**src/rtl/ccc_regs.svh**
```systemverilog
// register offsets, field positions and reset values for the clock output channel config block
// included by the package, the monitor and the bench; definitions only
`ifndef CCC_REGS_SVH
`define CCC_REGS_SVH

`define CCC_ADDR_W 10
`define CCC_DATA_W 8

`define CCC_OFS_DRIVER_MODE 10'h190
`define CCC_OFS_CHAN_DIV_LOW 10'h191
`define CCC_OFS_CHAN_PHASE_DIV_HIGH 10'h192
`define CCC_OFS_AUX_OUT_CTRL 10'h1BA

`define CCC_DRV_MODE_MSB 3
`define CCC_DRV_MODE_LSB 0
`define CCC_DIV_HIGH_MSB 1
`define CCC_DIV_HIGH_LSB 0
`define CCC_PHASE_MSB 7
`define CCC_PHASE_LSB 2
`define CCC_SRC_SEL_MSB 7
`define CCC_SRC_SEL_LSB 5
`define CCC_AUX_STRENGTH_BIT 4
`define CCC_AUX_DIV_MSB 3
`define CCC_AUX_DIV_LSB 0

`define CCC_RST_DRIVER_MODE 4'h0
`define CCC_RST_DIV_LOW 8'h00
`define CCC_RST_DIV_HIGH 2'h0
`define CCC_RST_PHASE 6'h00
`define CCC_RST_SRC_SEL 3'h0
`define CCC_RST_AUX_STRENGTH 1'b0
`define CCC_RST_AUX_DIV 4'h1

`define CCC_AUX_DIV_BY1 4'h0
`define CCC_AUX_DIV_BY2 4'h1
`define CCC_AUX_DIV_BY4 4'h2
`define CCC_AUX_DIV_BY8 4'h4
`define CCC_AUX_DIV_BY16 4'h8

`endif

```
**src/rtl/ccc_pkg.sv**
```systemverilog
// types shared by the clock output channel config modules
// assumes ccc_regs.svh is on the include path
`include "ccc_regs.svh"

package ccc_pkg;

  typedef enum logic [1:0] {
    CCC_ST_HOLD  = 2'b00,
    CCC_ST_PHASE = 2'b01,
    CCC_ST_RUN   = 2'b10
  } ccc_div_state_e;

  typedef enum logic [3:0] {
    CCC_DRV_TRISTATE   = 4'h0,
    CCC_DRV_CMOS_TT    = 4'h6,
    CCC_DRV_CMOS_TC    = 4'h7,
    CCC_DRV_CMOS_TZ    = 4'h8,
    CCC_DRV_CMOS_ZT    = 4'h9,
    CCC_DRV_CMOS_ZZ    = 4'hA,
    CCC_DRV_CMOS_CC    = 4'hB,
    CCC_DRV_CMOS_CT    = 4'hC,
    CCC_DRV_CMOS_CZ    = 4'hD,
    CCC_DRV_CMOS_ZC    = 4'hE,
    CCC_DRV_TRISTATE_B = 4'hF
  } ccc_drv_mode_e;

  typedef logic [9:0] ccc_div_t;
  typedef logic [5:0] ccc_phase_t;

endpackage : ccc_pkg

```
**src/rtl/ccc_top.sv**
```systemverilog
// clock output channel config: register port, clock input sampling, channel and aux drivers
// assumes VCO divider, cleanup loop and sync inputs are slow against the 250 MHz clock
//
// Function
// RULE1: the channel divider divides its input by the 10-bit value plus one, 0 passes, 1023 gives 1024.
// RULE2: the divide value takes bits 7:0 from one register and bits 9:8 from bits 1:0 of the next.
// RULE3: a 6-bit phase field sets the divider start phase taken when a sync is asserted; the code loads it on the first cycle after sync is released.
// RULE4: each phase count delays the divider by half an input period, 63 giving 31.5 periods.
// RULE5: mode 0110 drives both pins as CMOS with the true divider phase.
// RULE6: mode 0111 drives the positive pin true and the negative pin complement.
// RULE7: mode 1000 drives only the positive pin true and 1001 only the negative pin true.
// RULE8: mode 1011 drives both pins with the complement of the divider output.
// RULE9: mode 1100 drives the positive pin complement and the negative pin true.
// RULE10: mode 1101 drives the positive pin complement and floats the negative pin.
// RULE11: mode 1110 floats the positive pin and drives the negative pin complement.
// RULE12: three select bits pick the first or second VCO divider for channels 6, 5 and 4.
// RULE13: the aux output strength bit gives weak drive when set and strong when clear.
// RULE14: the aux divider code is one-hot, zero divides by 1, bits 0 to 3 give 2, 4, 8, 16, default 2.
// RULE15: software writes only the five permitted aux divider codes.
// RULE16: any other aux divider code behaves as divide by 1.
`timescale 1ns/100ps

module ccc_top
  import ccc_pkg::*;
#(
  // which of channels 4, 5, 6 this divider serves
  parameter int CHAN_IDX = 4,
  parameter int DIV_W = 10,
  parameter int PHASE_W = 6
) (
  input wire logic clock_i,
  input wire logic rstn_i,
  input wire logic ce_i,
  input wire logic [`CCC_ADDR_W-1:0] reg_addr_i,
  input wire logic [`CCC_DATA_W-1:0] reg_wdata_i,
  input wire logic reg_wr_i,
  input wire logic reg_rd_i,
  output logic [`CCC_DATA_W-1:0] reg_rdata_o,
  output logic reg_rvalid_o,
  input wire logic first_vco_divider_i,
  input wire logic second_vco_divider_i,
  input wire logic input_cleanup_loop_i,
  input wire logic sync_i,
  output logic chan_pos_o,
  output logic chan_pos_oe_o,
  output logic chan_neg_o,
  output logic chan_neg_oe_o,
  output logic cleanup_loop_aux_output_o,
  output logic cleanup_loop_aux_weak_o,
  output logic [2:0] channel_source_select_o
);

  localparam int N_PIN = 4;
  localparam int PIN_M1 = 0;
  localparam int PIN_M2 = 1;
  localparam int PIN_CL = 2;
  localparam int PIN_SYNC = 3;
  localparam int SEL_BIT = CHAN_IDX - 4;

  // register file
  logic [3:0] drv_mode_ff;
  logic [7:0] div_low_ff;
  logic [1:0] div_high_ff;
  logic [5:0] phase_ff;
  logic [2:0] src_sel_ff;
  logic aux_weak_ff;
  logic [3:0] aux_div_ff;
  logic [`CCC_DATA_W-1:0] rdata_ff;
  logic rvalid_ff;

  wire logic hit_mode = (reg_addr_i == `CCC_OFS_DRIVER_MODE);
  wire logic hit_div_low = (reg_addr_i == `CCC_OFS_CHAN_DIV_LOW);
  wire logic hit_phase = (reg_addr_i == `CCC_OFS_CHAN_PHASE_DIV_HIGH);
  wire logic hit_aux = (reg_addr_i == `CCC_OFS_AUX_OUT_CTRL);

  wire logic wr_mode = reg_wr_i && hit_mode;
  wire logic wr_div_low = reg_wr_i && hit_div_low;
  wire logic wr_phase = reg_wr_i && hit_phase;
  wire logic wr_aux = reg_wr_i && hit_aux;

  // bits outside the implemented fields read back as zero
  wire logic [7:0] rd_mode = {4'h0, drv_mode_ff};
  wire logic [7:0] rd_phase = {phase_ff, div_high_ff};
  wire logic [7:0] rd_aux = {src_sel_ff, aux_weak_ff, aux_div_ff};
  wire logic [7:0] nxt_rdata = hit_mode ? rd_mode :
                               hit_div_low ? div_low_ff :
                               hit_phase ? rd_phase :
                               hit_aux ? rd_aux : 8'h00;

  always_ff @(posedge clock_i or negedge rstn_i) begin
    if (!rstn_i) begin
      drv_mode_ff <= `CCC_RST_DRIVER_MODE;
      div_low_ff <= `CCC_RST_DIV_LOW;
    end else if (ce_i) begin
      if (wr_mode) begin
        drv_mode_ff <= reg_wdata_i[`CCC_DRV_MODE_MSB:`CCC_DRV_MODE_LSB];
      end
      if (wr_div_low) begin
        div_low_ff <= reg_wdata_i; // RULE2
      end
    end
  end

  always_ff @(posedge clock_i or negedge rstn_i) begin
    if (!rstn_i) begin
      div_high_ff <= `CCC_RST_DIV_HIGH;
      phase_ff <= `CCC_RST_PHASE;
    end else if (ce_i && wr_phase) begin
      div_high_ff <= reg_wdata_i[`CCC_DIV_HIGH_MSB:`CCC_DIV_HIGH_LSB]; // RULE2
      phase_ff <= reg_wdata_i[`CCC_PHASE_MSB:`CCC_PHASE_LSB]; // RULE3
    end
  end

  // no check on the aux divider code; illegal codes fall back in the divider
  always_ff @(posedge clock_i or negedge rstn_i) begin
    if (!rstn_i) begin
      src_sel_ff <= `CCC_RST_SRC_SEL;
      aux_weak_ff <= `CCC_RST_AUX_STRENGTH;
      aux_div_ff <= `CCC_RST_AUX_DIV; // RULE14
    end else if (ce_i && wr_aux) begin
      src_sel_ff <= reg_wdata_i[`CCC_SRC_SEL_MSB:`CCC_SRC_SEL_LSB]; // RULE12
      aux_weak_ff <= reg_wdata_i[`CCC_AUX_STRENGTH_BIT]; // RULE13
      aux_div_ff <= reg_wdata_i[`CCC_AUX_DIV_MSB:`CCC_AUX_DIV_LSB];
    end
  end

  always_ff @(posedge clock_i or negedge rstn_i) begin
    if (!rstn_i) begin
      rdata_ff <= 8'h00;
      rvalid_ff <= 1'b0;
    end else if (ce_i) begin
      rvalid_ff <= reg_rd_i;
      if (reg_rd_i) begin
        rdata_ff <= nxt_rdata;
      end
    end
  end

  // pin inputs: three stages, a level counts once stages two and three agree
  logic [N_PIN-1:0] meta_ff;
  logic [N_PIN-1:0] sync2_ff;
  logic [N_PIN-1:0] sync3_ff;
  logic [N_PIN-1:0] level_ff;

  wire logic [N_PIN-1:0] pin_raw = {sync_i, input_cleanup_loop_i, second_vco_divider_i, first_vco_divider_i};
  wire logic [N_PIN-1:0] agree = ~(sync2_ff ^ sync3_ff);
  wire logic [N_PIN-1:0] nxt_level = (agree & sync3_ff) | (~agree & level_ff);
  wire logic [N_PIN-1:0] pin_edge = nxt_level ^ level_ff;

  always_ff @(posedge clock_i or negedge rstn_i) begin
    if (!rstn_i) begin
      meta_ff <= '0;
      sync2_ff <= '0;
      sync3_ff <= '0;
      level_ff <= '0;
    end else if (ce_i) begin
      meta_ff <= pin_raw;
      sync2_ff <= meta_ff;
      sync3_ff <= sync2_ff;
      level_ff <= nxt_level;
    end
  end

  // channel clock source and divider
  wire logic use_second = src_sel_ff[SEL_BIT]; // RULE12
  wire logic src_edge = use_second ? pin_edge[PIN_M2] : pin_edge[PIN_M1]; // RULE12
  wire ccc_div_t div_value = {div_high_ff, div_low_ff}; // RULE2
  wire logic div_clk;

  ccc_chan_div #(
    .DIV_W(DIV_W),
    .PHASE_W(PHASE_W)
  ) u_chan_div (
    .clock_i(clock_i),
    .rstn_i(rstn_i),
    .ce_i(ce_i),
    .edge_i(src_edge),
    .sync_i(level_ff[PIN_SYNC]),
    .div_i(div_value),
    .phase_i(phase_ff),
    .clk_o(div_clk)
  );

  // driver mode decode: {pos drive, pos invert, neg drive, neg invert}
  // differential codes are not built here, so they leave both pins floating
  function automatic logic [3:0] drv_decode(input logic [3:0] mode);
    logic [3:0] d;
    d = 4'h0;
    unique case (mode)
      CCC_DRV_CMOS_TT: d = 4'b1010; // RULE5
      CCC_DRV_CMOS_TC: d = 4'b1011; // RULE6
      CCC_DRV_CMOS_TZ: d = 4'b1000; // RULE7
      CCC_DRV_CMOS_ZT: d = 4'b0010; // RULE7
      CCC_DRV_CMOS_CC: d = 4'b1111; // RULE8
      CCC_DRV_CMOS_CT: d = 4'b1110; // RULE9
      CCC_DRV_CMOS_CZ: d = 4'b1100; // RULE10
      CCC_DRV_CMOS_ZC: d = 4'b0011; // RULE11
      default: d = 4'h0;
    endcase
    return d;
  endfunction : drv_decode

  wire logic [3:0] drv = drv_decode(drv_mode_ff);
  wire logic nxt_pos = drv[3] ? (div_clk ^ drv[2]) : 1'b0;
  wire logic nxt_neg = drv[1] ? (div_clk ^ drv[0]) : 1'b0;

  // pins registered so they leave on a flop edge; one cycle behind the divider
  logic pos_ff;
  logic pos_oe_ff;
  logic neg_ff;
  logic neg_oe_ff;

  always_ff @(posedge clock_i or negedge rstn_i) begin
    if (!rstn_i) begin
      pos_ff <= 1'b0;
      pos_oe_ff <= 1'b0;
      neg_ff <= 1'b0;
      neg_oe_ff <= 1'b0;
    end else if (ce_i) begin
      pos_ff <= nxt_pos;
      pos_oe_ff <= drv[3];
      neg_ff <= nxt_neg;
      neg_oe_ff <= drv[1];
    end
  end

  // auxiliary cleanup loop output
  ccc_aux_div u_aux_div (
    .clock_i(clock_i),
    .rstn_i(rstn_i),
    .ce_i(ce_i),
    .edge_i(pin_edge[PIN_CL]),
    .code_i(aux_div_ff),
    .clk_o(cleanup_loop_aux_output_o)
  );

  assign reg_rdata_o = rdata_ff;
  assign reg_rvalid_o = rvalid_ff;
  assign chan_pos_o = pos_ff;
  assign chan_pos_oe_o = pos_oe_ff;
  assign chan_neg_o = neg_ff;
  assign chan_neg_oe_o = neg_oe_ff;
  assign cleanup_loop_aux_weak_o = aux_weak_ff; // RULE13
  assign channel_source_select_o = src_sel_ff;

endmodule : ccc_top

```
**src/rtl/ccc_chan_div.sv**
```systemverilog
// channel divider: counts half periods of its input clock, phase offset after sync
// assumes edge_i is one pulse per rise or fall of the input clock, same clock domain
`timescale 1ns/100ps

module ccc_chan_div
  import ccc_pkg::*;
#(
  parameter int DIV_W = 10,
  parameter int PHASE_W = 6
) (
  input wire logic clock_i,
  input wire logic rstn_i,
  input wire logic ce_i,
  input wire logic edge_i,
  input wire logic sync_i,
  input wire logic [DIV_W-1:0] div_i,
  input wire logic [PHASE_W-1:0] phase_i,
  output logic clk_o
);

  ccc_div_state_e state_ff, nxt_state;
  logic [DIV_W-1:0] cnt_ff, nxt_cnt;
  logic [PHASE_W-1:0] dly_ff, nxt_dly;
  logic out_ff, nxt_out;

  // toggling every div+1 edges gives a period of div+1 input periods
  wire logic terminal = (cnt_ff == div_i); // RULE1
  wire logic dly_done = (dly_ff == PHASE_W'(1));

  always_comb begin
    nxt_state = state_ff;
    nxt_cnt = cnt_ff;
    nxt_dly = dly_ff;
    nxt_out = out_ff;
    if (sync_i) begin
      nxt_state = CCC_ST_HOLD;
      nxt_cnt = '0;
      nxt_out = 1'b0;
    end else begin
      unique case (state_ff)
        CCC_ST_HOLD: begin
          // each phase count holds off one half period of the input
          nxt_dly = phase_i; // RULE3 RULE4
          nxt_state = (phase_i == '0) ? CCC_ST_RUN : CCC_ST_PHASE;
        end
        CCC_ST_PHASE: begin
          if (edge_i) begin
            nxt_dly = dly_ff - PHASE_W'(1); // RULE4
            if (dly_done) begin
              nxt_state = CCC_ST_RUN;
            end
          end
        end
        CCC_ST_RUN: begin
          if (edge_i) begin
            if (terminal) begin
              nxt_cnt = '0;
              nxt_out = ~out_ff; // RULE1
            end else begin
              nxt_cnt = cnt_ff + DIV_W'(1);
            end
          end
        end
        default: begin
          nxt_state = CCC_ST_HOLD;
        end
      endcase
    end
  end

  always_ff @(posedge clock_i or negedge rstn_i) begin
    if (!rstn_i) begin
      state_ff <= CCC_ST_HOLD;
      cnt_ff <= '0;
      dly_ff <= '0;
      out_ff <= 1'b0;
    end else if (ce_i) begin
      state_ff <= nxt_state;
      cnt_ff <= nxt_cnt;
      dly_ff <= nxt_dly;
      out_ff <= nxt_out;
    end
  end

  assign clk_o = out_ff;

endmodule : ccc_chan_div

```
**src/rtl/ccc_aux_div.sv**
```systemverilog
// auxiliary output divider with one-hot code, for the cleanup loop clock
// assumes edge_i is one pulse per rise or fall of the cleanup loop clock
`timescale 1ns/100ps

module ccc_aux_div
  import ccc_pkg::*;
(
  input wire logic clock_i,
  input wire logic rstn_i,
  input wire logic ce_i,
  input wire logic edge_i,
  input wire logic [3:0] code_i,
  output logic clk_o
);

  // half-period edges between toggles, minus one
  function automatic logic [3:0] aux_limit(input logic [3:0] code);
    logic [3:0] lim;
    lim = 4'h0;
    unique case (code) // RULE14
      `CCC_AUX_DIV_BY2: lim = 4'h1;
      `CCC_AUX_DIV_BY4: lim = 4'h3;
      `CCC_AUX_DIV_BY8: lim = 4'h7;
      `CCC_AUX_DIV_BY16: lim = 4'hF;
      // divide by 1, and any code software must not write
      default: lim = 4'h0; // RULE16
    endcase
    return lim;
  endfunction : aux_limit

  logic [3:0] cnt_ff;
  logic out_ff;
  wire logic [3:0] limit = aux_limit(code_i);
  wire logic terminal = (cnt_ff >= limit);

  always_ff @(posedge clock_i or negedge rstn_i) begin
    if (!rstn_i) begin
      cnt_ff <= 4'h0;
      out_ff <= 1'b0;
    end else if (ce_i && edge_i) begin
      cnt_ff <= terminal ? 4'h0 : cnt_ff + 4'h1;
      out_ff <= terminal ? ~out_ff : out_ff; // RULE14
    end
  end

  assign clk_o = out_ff;

endmodule : ccc_aux_div

```
**config.mk**
```make
export PLATFORM = sky130hd
export DESIGN_NAME = ccc_top
export DESIGN_NICKNAME = d
export VERILOG_FILES = /design/src/rtl/ccc_pkg.sv /design/src/rtl/ccc_top.sv /design/src/rtl/ccc_chan_div.sv /design/src/rtl/ccc_aux_div.sv
export VERILOG_INCLUDE_DIRS = /design/src /design/src/rtl
export SDC_FILE = /design/constraint.sdc
export NUM_CORES = 1
export LEC_CHECK = 0
export ABC_AREA = 1
export BUFFER_PORTS_ARGS = -buffer_cell sky130_fd_sc_hd__buf_4
export CAP_MARGIN = 25
export CORE_MARGIN = 1
export CORE_UTILIZATION = 41
export CTS_CLUSTER_DIAMETER = 100
export DETAILED_ROUTE_END_ITERATION = 16
export PLACE_DENSITY_LB_ADDON = 0.12
export SETUP_SLACK_MARGIN = 0.1
export SLEW_MARGIN = 20
export SYNTH_ARGS = -nofsm -noshare
export SYNTH_HDL_FRONTEND = slang
export SYNTH_SLANG_ARGS = --single-unit
```
**constraint.sdc**
```tcl
create_clock -name clock_i -period 2.25 [get_ports clock_i]
set_input_delay 0.1125 -clock clock_i [delete_from_list [all_inputs] [get_ports clock_i]]
set_output_delay 0.1125 -clock clock_i [all_outputs]
set_load 0.05 [all_outputs]
```
; Word level (Yosys, flattened, before mapping)
; Memory sizes are Yosys's and may differ from the RTL's.
; Index checks and enable logic that the tools add are counted.
[totals]
reg_bits = 81
mem_bits_ro = 64
input_bits = 27
out_inout_bits = 18
elab_cells = 101
n_memories = 1
[memory_table]
columns = name, depth, word_bits, read_ports, rd_clocked_by_memory_dff, wr, line
row1 = (no name shown), 16, 4, 1, 0, 0, ccc_top.sv:189  ; unique case (mode)
[classes]
addsub = 3
n_lt_le_gt_ge = 1
n_eq_ne = 16
n_mux = 24
bitwise = 12
reduce_logical = 21
[op_table]
columns = operator, n
row1 = equality test 10 x 9 -> 1 bit (second input constant), 4
row2 = 2-to-1 mux 10 bit, 4
row3 = 2-to-1 mux 8 bit, 4
row4 = case mux 4 bit (4 select lines), 1
row5 = case mux 6 bit (2 select lines), 1
row6 = AND reduction 4 bit, 3
row7 = adder 10 x 1 -> 10 bit (second input constant), 1
row8 = equality test 10 bit, 1
row9 = bitwise AND 4 bit, 2
row10 = 2-to-1 mux 2 bit, 4
row11 = inverter 4 bit, 2
row12 = AND reduction 2 bit, 4
row13 = nonzero test 2 bit, 4
row14 = logical AND 1 bit, 7
row15 = 2-to-1 mux 1 bit, 7
row16 = equality test 6 x 1 -> 1 bit (second input constant), 1
row17 = logical NOT 6 bit, 1
row18 = 2-to-1 mux 6 bit, 1
row19 = case mux 2 bit (3 select lines), 1
row20 = subtractor 6 x 1 -> 6 bit (second input constant), 1
row21 = adder 4 x 1 -> 4 bit (second input constant), 1
row22 = equality test 4 x 1 -> 1 bit (second input constant), 1
row23 = equality test 4 x 2 -> 1 bit (second input constant), 1
row24 = equality test 4 x 3 -> 1 bit (second input constant), 1
row25 = other kinds (15), 19

; Longest topological paths before layout
[logic_depth]
word_depth = 10
depth_mapped = 12
ltp_nobuf = 12

; Cells and area by module
; From an unflattened synthesis, not the netlist that was laid out.
[unflattened]
cells_unflattened = 565
hier_area_um2 = 4605.7
[by_module_without_submodules]
columns = mod, n_inst, cells_each, area_per_inst_um2, seq_area_each_um2
row1 = ccc_top, 1, 331, 2889.0, 1427.6
row2 = ccc_chan_div, 1, 179, 1326.3, 475.5
row3 = ccc_aux_div, 1, 55, 390.4, 125.1

; Worst setup path after synthesis
; OpenSTA, ideal clock, no wires.
[synth_path]
path_type = reg2reg
start = register aux_div_ff[1]
end = register u_aux_div.out_ff (netlist: u_aux_div.clk_o)
setup_time_ns = 0.140
arrival_time_ns = 1.478
required_time_ns = 2.110
slack_ns = 0.632
stages_incl_launch_ff = 12
path_buffers = 0
synth_period_minus_slack_ns = 1.618
cell_sequence = dfrtp_1 nor2_1 nand3b_1 nand2_1 inv_1 ha_1 inv_1 o21bai_1 nand3_1 nand3_1 nand2_1 xnor2_1
[synth_via]
elab_chain_len = 4
word_cells_on_any_way = 7
classes_between = order compare: 1 / eq/ne: 4 / mux: 1 / reduce/logical: 1
[synth_lines]
columns = element, line
row1 = start: declaration, ccc_top.sv:67  ; logic [3:0] aux_div_ff;
row2 = start signal: assignment, ccc_top.sv:119  ; aux_div_ff <= `CCC_RST_AUX_DIV;
row3 = start signal: assignment, ccc_top.sv:123  ; aux_div_ff <= reg_wdata_i[`CCC_AUX_DIV_MSB:`CCC_AUX_DIV_LSB];
row4 = "equality test 4 bit, or another cell as far along", ccc_aux_div.sv:20  ; unique case (code)
row5 = case mux 4 bit (4 select lines) *, ccc_aux_div.sv:20
row6 = greater-or-equal comparator 4 bit *, ccc_aux_div.sv:34  ; wire logic terminal = (cnt_ff >= limit);
row7 = AND reduction 2 bit (no source line) *, -
row8 = end signal: assignment, ccc_aux_div.sv:42  ; out_ff <= terminal ? ~out_ff : out_ff;
row9 = end: declaration, ccc_aux_div.sv:32  ; logic out_ff;
; Every way passes the cells marked *; elsewhere a longest branch is shown, timed or not.
; A chain may end at the register's enable or synchronous reset.

; Worst setup path after layout
[layout_path]
start = register aux_div_ff[3]
end = register u_aux_div.cnt_ff[0]
[layout_via]
elab_chain_len = 4
word_cells_on_any_way = 7
classes_between = order compare: 1 / eq/ne: 4 / mux: 2
[layout_lines]
columns = element, line
row1 = "equality test 4 bit, or another cell as far along", ccc_aux_div.sv:20
row2 = case mux 4 bit (4 select lines) *, ccc_aux_div.sv:20
row3 = greater-or-equal comparator 4 bit *, ccc_aux_div.sv:34
row4 = 2-to-1 mux 4 bit *, ccc_aux_div.sv:41  ; cnt_ff <= terminal ? 4'h0 : cnt_ff + 4'h1;
row5 = end signal: assignment, ccc_aux_div.sv:41
row6 = end: declaration, ccc_aux_div.sv:31  ; logic [3:0] cnt_ff;
; Marks and branches as above.

==> results.ini <==
[finish]
stdcell_area_mm2 = 0.00552
syn_to_final_growth_pct = 19.2
nNetsFinal = 691
drive_gt1_share_pct = 17.0
regArea_mm2 = 0.00203
layout_commonest_cell = nand2_1
stdcell_count = 799
multi_input_area_mm2 = 0.00224
final_cell_mix = nand2_1 (181), dfrtp_1 (80), inv_1 (67), nor2_1 (52), nand3_1 (50)
nFillCells = 1078
antenna_cells = 0

[route]
wl_per_cell_um = 13.3
vias = 3959
drt-initial-drc-count = 180
viasPerCell = 4.95
drcViolationCount = 0
drtAntennaViolNets = 0
drt_wl_total_mm = 10.7
first_pass_iters = 4

[hold_path]
hold_class = in -> reg
worstHoldStart = reg_wdata_i[2]

[sta]
final-hold-violation-count = 0
fmax_mhz = 566
setup_viol = 0
rsz0062_at_grt = false
holdWs_ns = 0.00311
finalMaxSlewViolations = 0
worst_clock_skew_ns = 0.00538
tns_ns = 0
relSlewSlack_pct = 70.9
worst_pin_slew_ns = 0.434
post-route-period-util_pct = 78.5
fin_crit_ns = 1.77

[place]
placed_area_mm2 = 0.00509
gp_congestion = 0.828
dp_hpwl_mm = 8.09
io_buffers = 44
placed_cells = 775

[cts]
cts_buffers = 9
cts.sinks = 81
cts_max_level = 3
cts_root_buf = clkbuf_16
clk_pin_slew_ns = 0.06
clk_path_buf_depth = 2
ctsHoldBuffers = 8
cts_tree = built
cts-resized-gates = 0
clock_latency_ns = 0.34
post_cts_buffers = 0

[die]
std_cell_rows = 38
fp.coreArea_mm2 = 0.0109
die_area_mm2 = 0.0117
io_pins = 45
die_y_um = 108
die_w_um = 108
start_util_pct = 42.3

[grt]
track_usage_pct = 19.8
grt_pass1_vias = 3687
grt_antenna_before_repair = 0
grt_pass1_wl_mm = 17.9
gr-total-overflow = 0
grt_max_degree = 35

[critical_path]
critical_path.max_stage_delay_ns = 0.42
worst-path-buf-inv = 2
crit_path_start = aux_div_ff[3]$_DFFE_PN0P_
critPathLaunchType = flip-flop
required_ns = 2.52
reg2reg_from = aux_div_ff[3]$_DFFE_PN0P_
cp-end-kind = flip-flop
path_delay_family = simple AND/OR/NAND/NOR gates
path_cells = nor2_1, nand3b_1, nand2_1, inv_1, ha_1, inv_1, o21bai_1, nand3_1, nand3_1, nor2_1, nor2_1, a21oi_1
crit_arrival_ns = 2.04
worstSetupPathType = reg -> reg
slowest_stage = dfrtp_1
crit_top_cell = nor2_1
worstPathMaxFanout = 5

[run]
cap_violations = 0

[synthesis]
synth_seq_area_share_pct = 43.8
ys_ff_latch = 81
avgSynthCellArea_um2 = 7.70
syn_area_mm2 = 0.00463
syn_nets = 638
yosysWarningCount = 0
ys_types = 36
synthCells = 601

[power]
ir_drop_uv = 511
p_leak_uw = 0.00279
power_uw = 3990
p_per_area_mw_per_mm2 = 722

[run_status]
outcome = finished clean

-- logic make-up (layout without fill, tap and decap cells) --
group / Yosys count / after routing / share of synthesized area, %
compound gates: 80 / 80 / 10.4
xor+xnor: 11 / 11 / 2.08
fa+ha+maj: 10 / 10 / 2.70
buf+inv: 88 / 146 / 7.78
flops: 81 / 81 / 43.8
simple gates: 331 / 331 / 33.2
-- through the flow --
stage / worst slack, ns / utilization [%]
after detailed placement: 0.495 / 46.6
final: 0.483 / 50.5
after floorplan: 0.632 / -
after global placement: 0.572 / 46.6
after CTS: 0.476 / 50.5
after global routing: 0.259 / 50.5
-- layout make-up --
class,instances,area share (%)
well taps,140,3.17
flip-flops and latches,81,36.7
clock buffers,11,4.40
clock inverters,5,1.86
repair buffers,56,8.20
inverters,74,5.03
multi-input cells,432,40.6
-- report_power, final --
part           switching (uW)  total, uW  internal [uW]  leakage (uW)
clock network             596       1710           1110      0.000166
logic                     381        599            217       0.00157
registers                 118       1680           1560       0.00105
total                    1100       3990           2890       0.00279
-- worst min-delay path, stage by stage --
cell and delay, ns:
buf_4 0.10, nand2_1 0.04, o21ai_1 0.06
-- registers in the layout (all words and copies together) (netlist names), 2 cells and up, named ones only --
name	count
u_aux_div.cnt_ff	4
u_chan_div.state_ff	2
reg_rdata_o	8
u_chan_div.cnt_ff	10
level_ff	3
sync3_ff	4
drv_mode_ff	4
sync2_ff	4
channel_source_select_o	3
meta_ff	4
phase_ff	6
div_low_ff	8
u_chan_div.dly_ff	6
aux_div_ff	4
div_high_ff	2
-- path summary, 6_finish.rpt --
check / slack [ns] / depth (start not counted) / endpoint
max: 0.48 / 12 / u_aux_div.cnt_ff[0]$_DFFE_PN0P_
min: 0.003 / 3 / div_low_ff[2]$_DFFE_PN0P_
max reg2reg: 0.48 / 12 / u_aux_div.cnt_ff[0]$_DFFE_PN0P_
min reg2reg: 0.47 / 2 / meta_ff[0]$_DFFE_PN0P_
max in group asynchronous: 1.40 / 3 / reg_rdata_o[7]$_DFFE_PN0P_
min in group asynchronous: 0.25 / 2 / u_aux_div.cnt_ff[0]$_DFFE_PN0P_
-- per-layer routing --
metal / track usage [%] / up-vias / part of all wire [%]
li1: - / 2040 / -
met1: 28.7 / 1844 / 51
met2: 28.7 / 64 / 44
met3: 4.40 / 11 / 3.8
met4: 7.43 / 0 / 1.2
met5: 0 / - / 0
-- synthesized netlist by cell type (all sizes together) --
cell,count,area share (%)
o22ai,1,0.14
nand3,51,5.8
xor2,6,1.1
a21oi,3,0.32
nand4,18,2.4
nand2,193,17
xnor2,5,0.95
inv,74,6.0
ha,10,2.7
clkbuf,7,0.57
o21ai,69,8.9
nor2,58,6.3
dfrtp,80,43
a31oi,3,0.41
o21bai,2,0.32
a22oi,1,0.16
nor4,1,0.46
buf,7,1.2
o211ai,1,0.16
dfstp,1,0.57
and3,1,0.24
nand3b,2,0.32
nor3,7,1.1
Note: power is estimated with default switching activity, not from simulation.
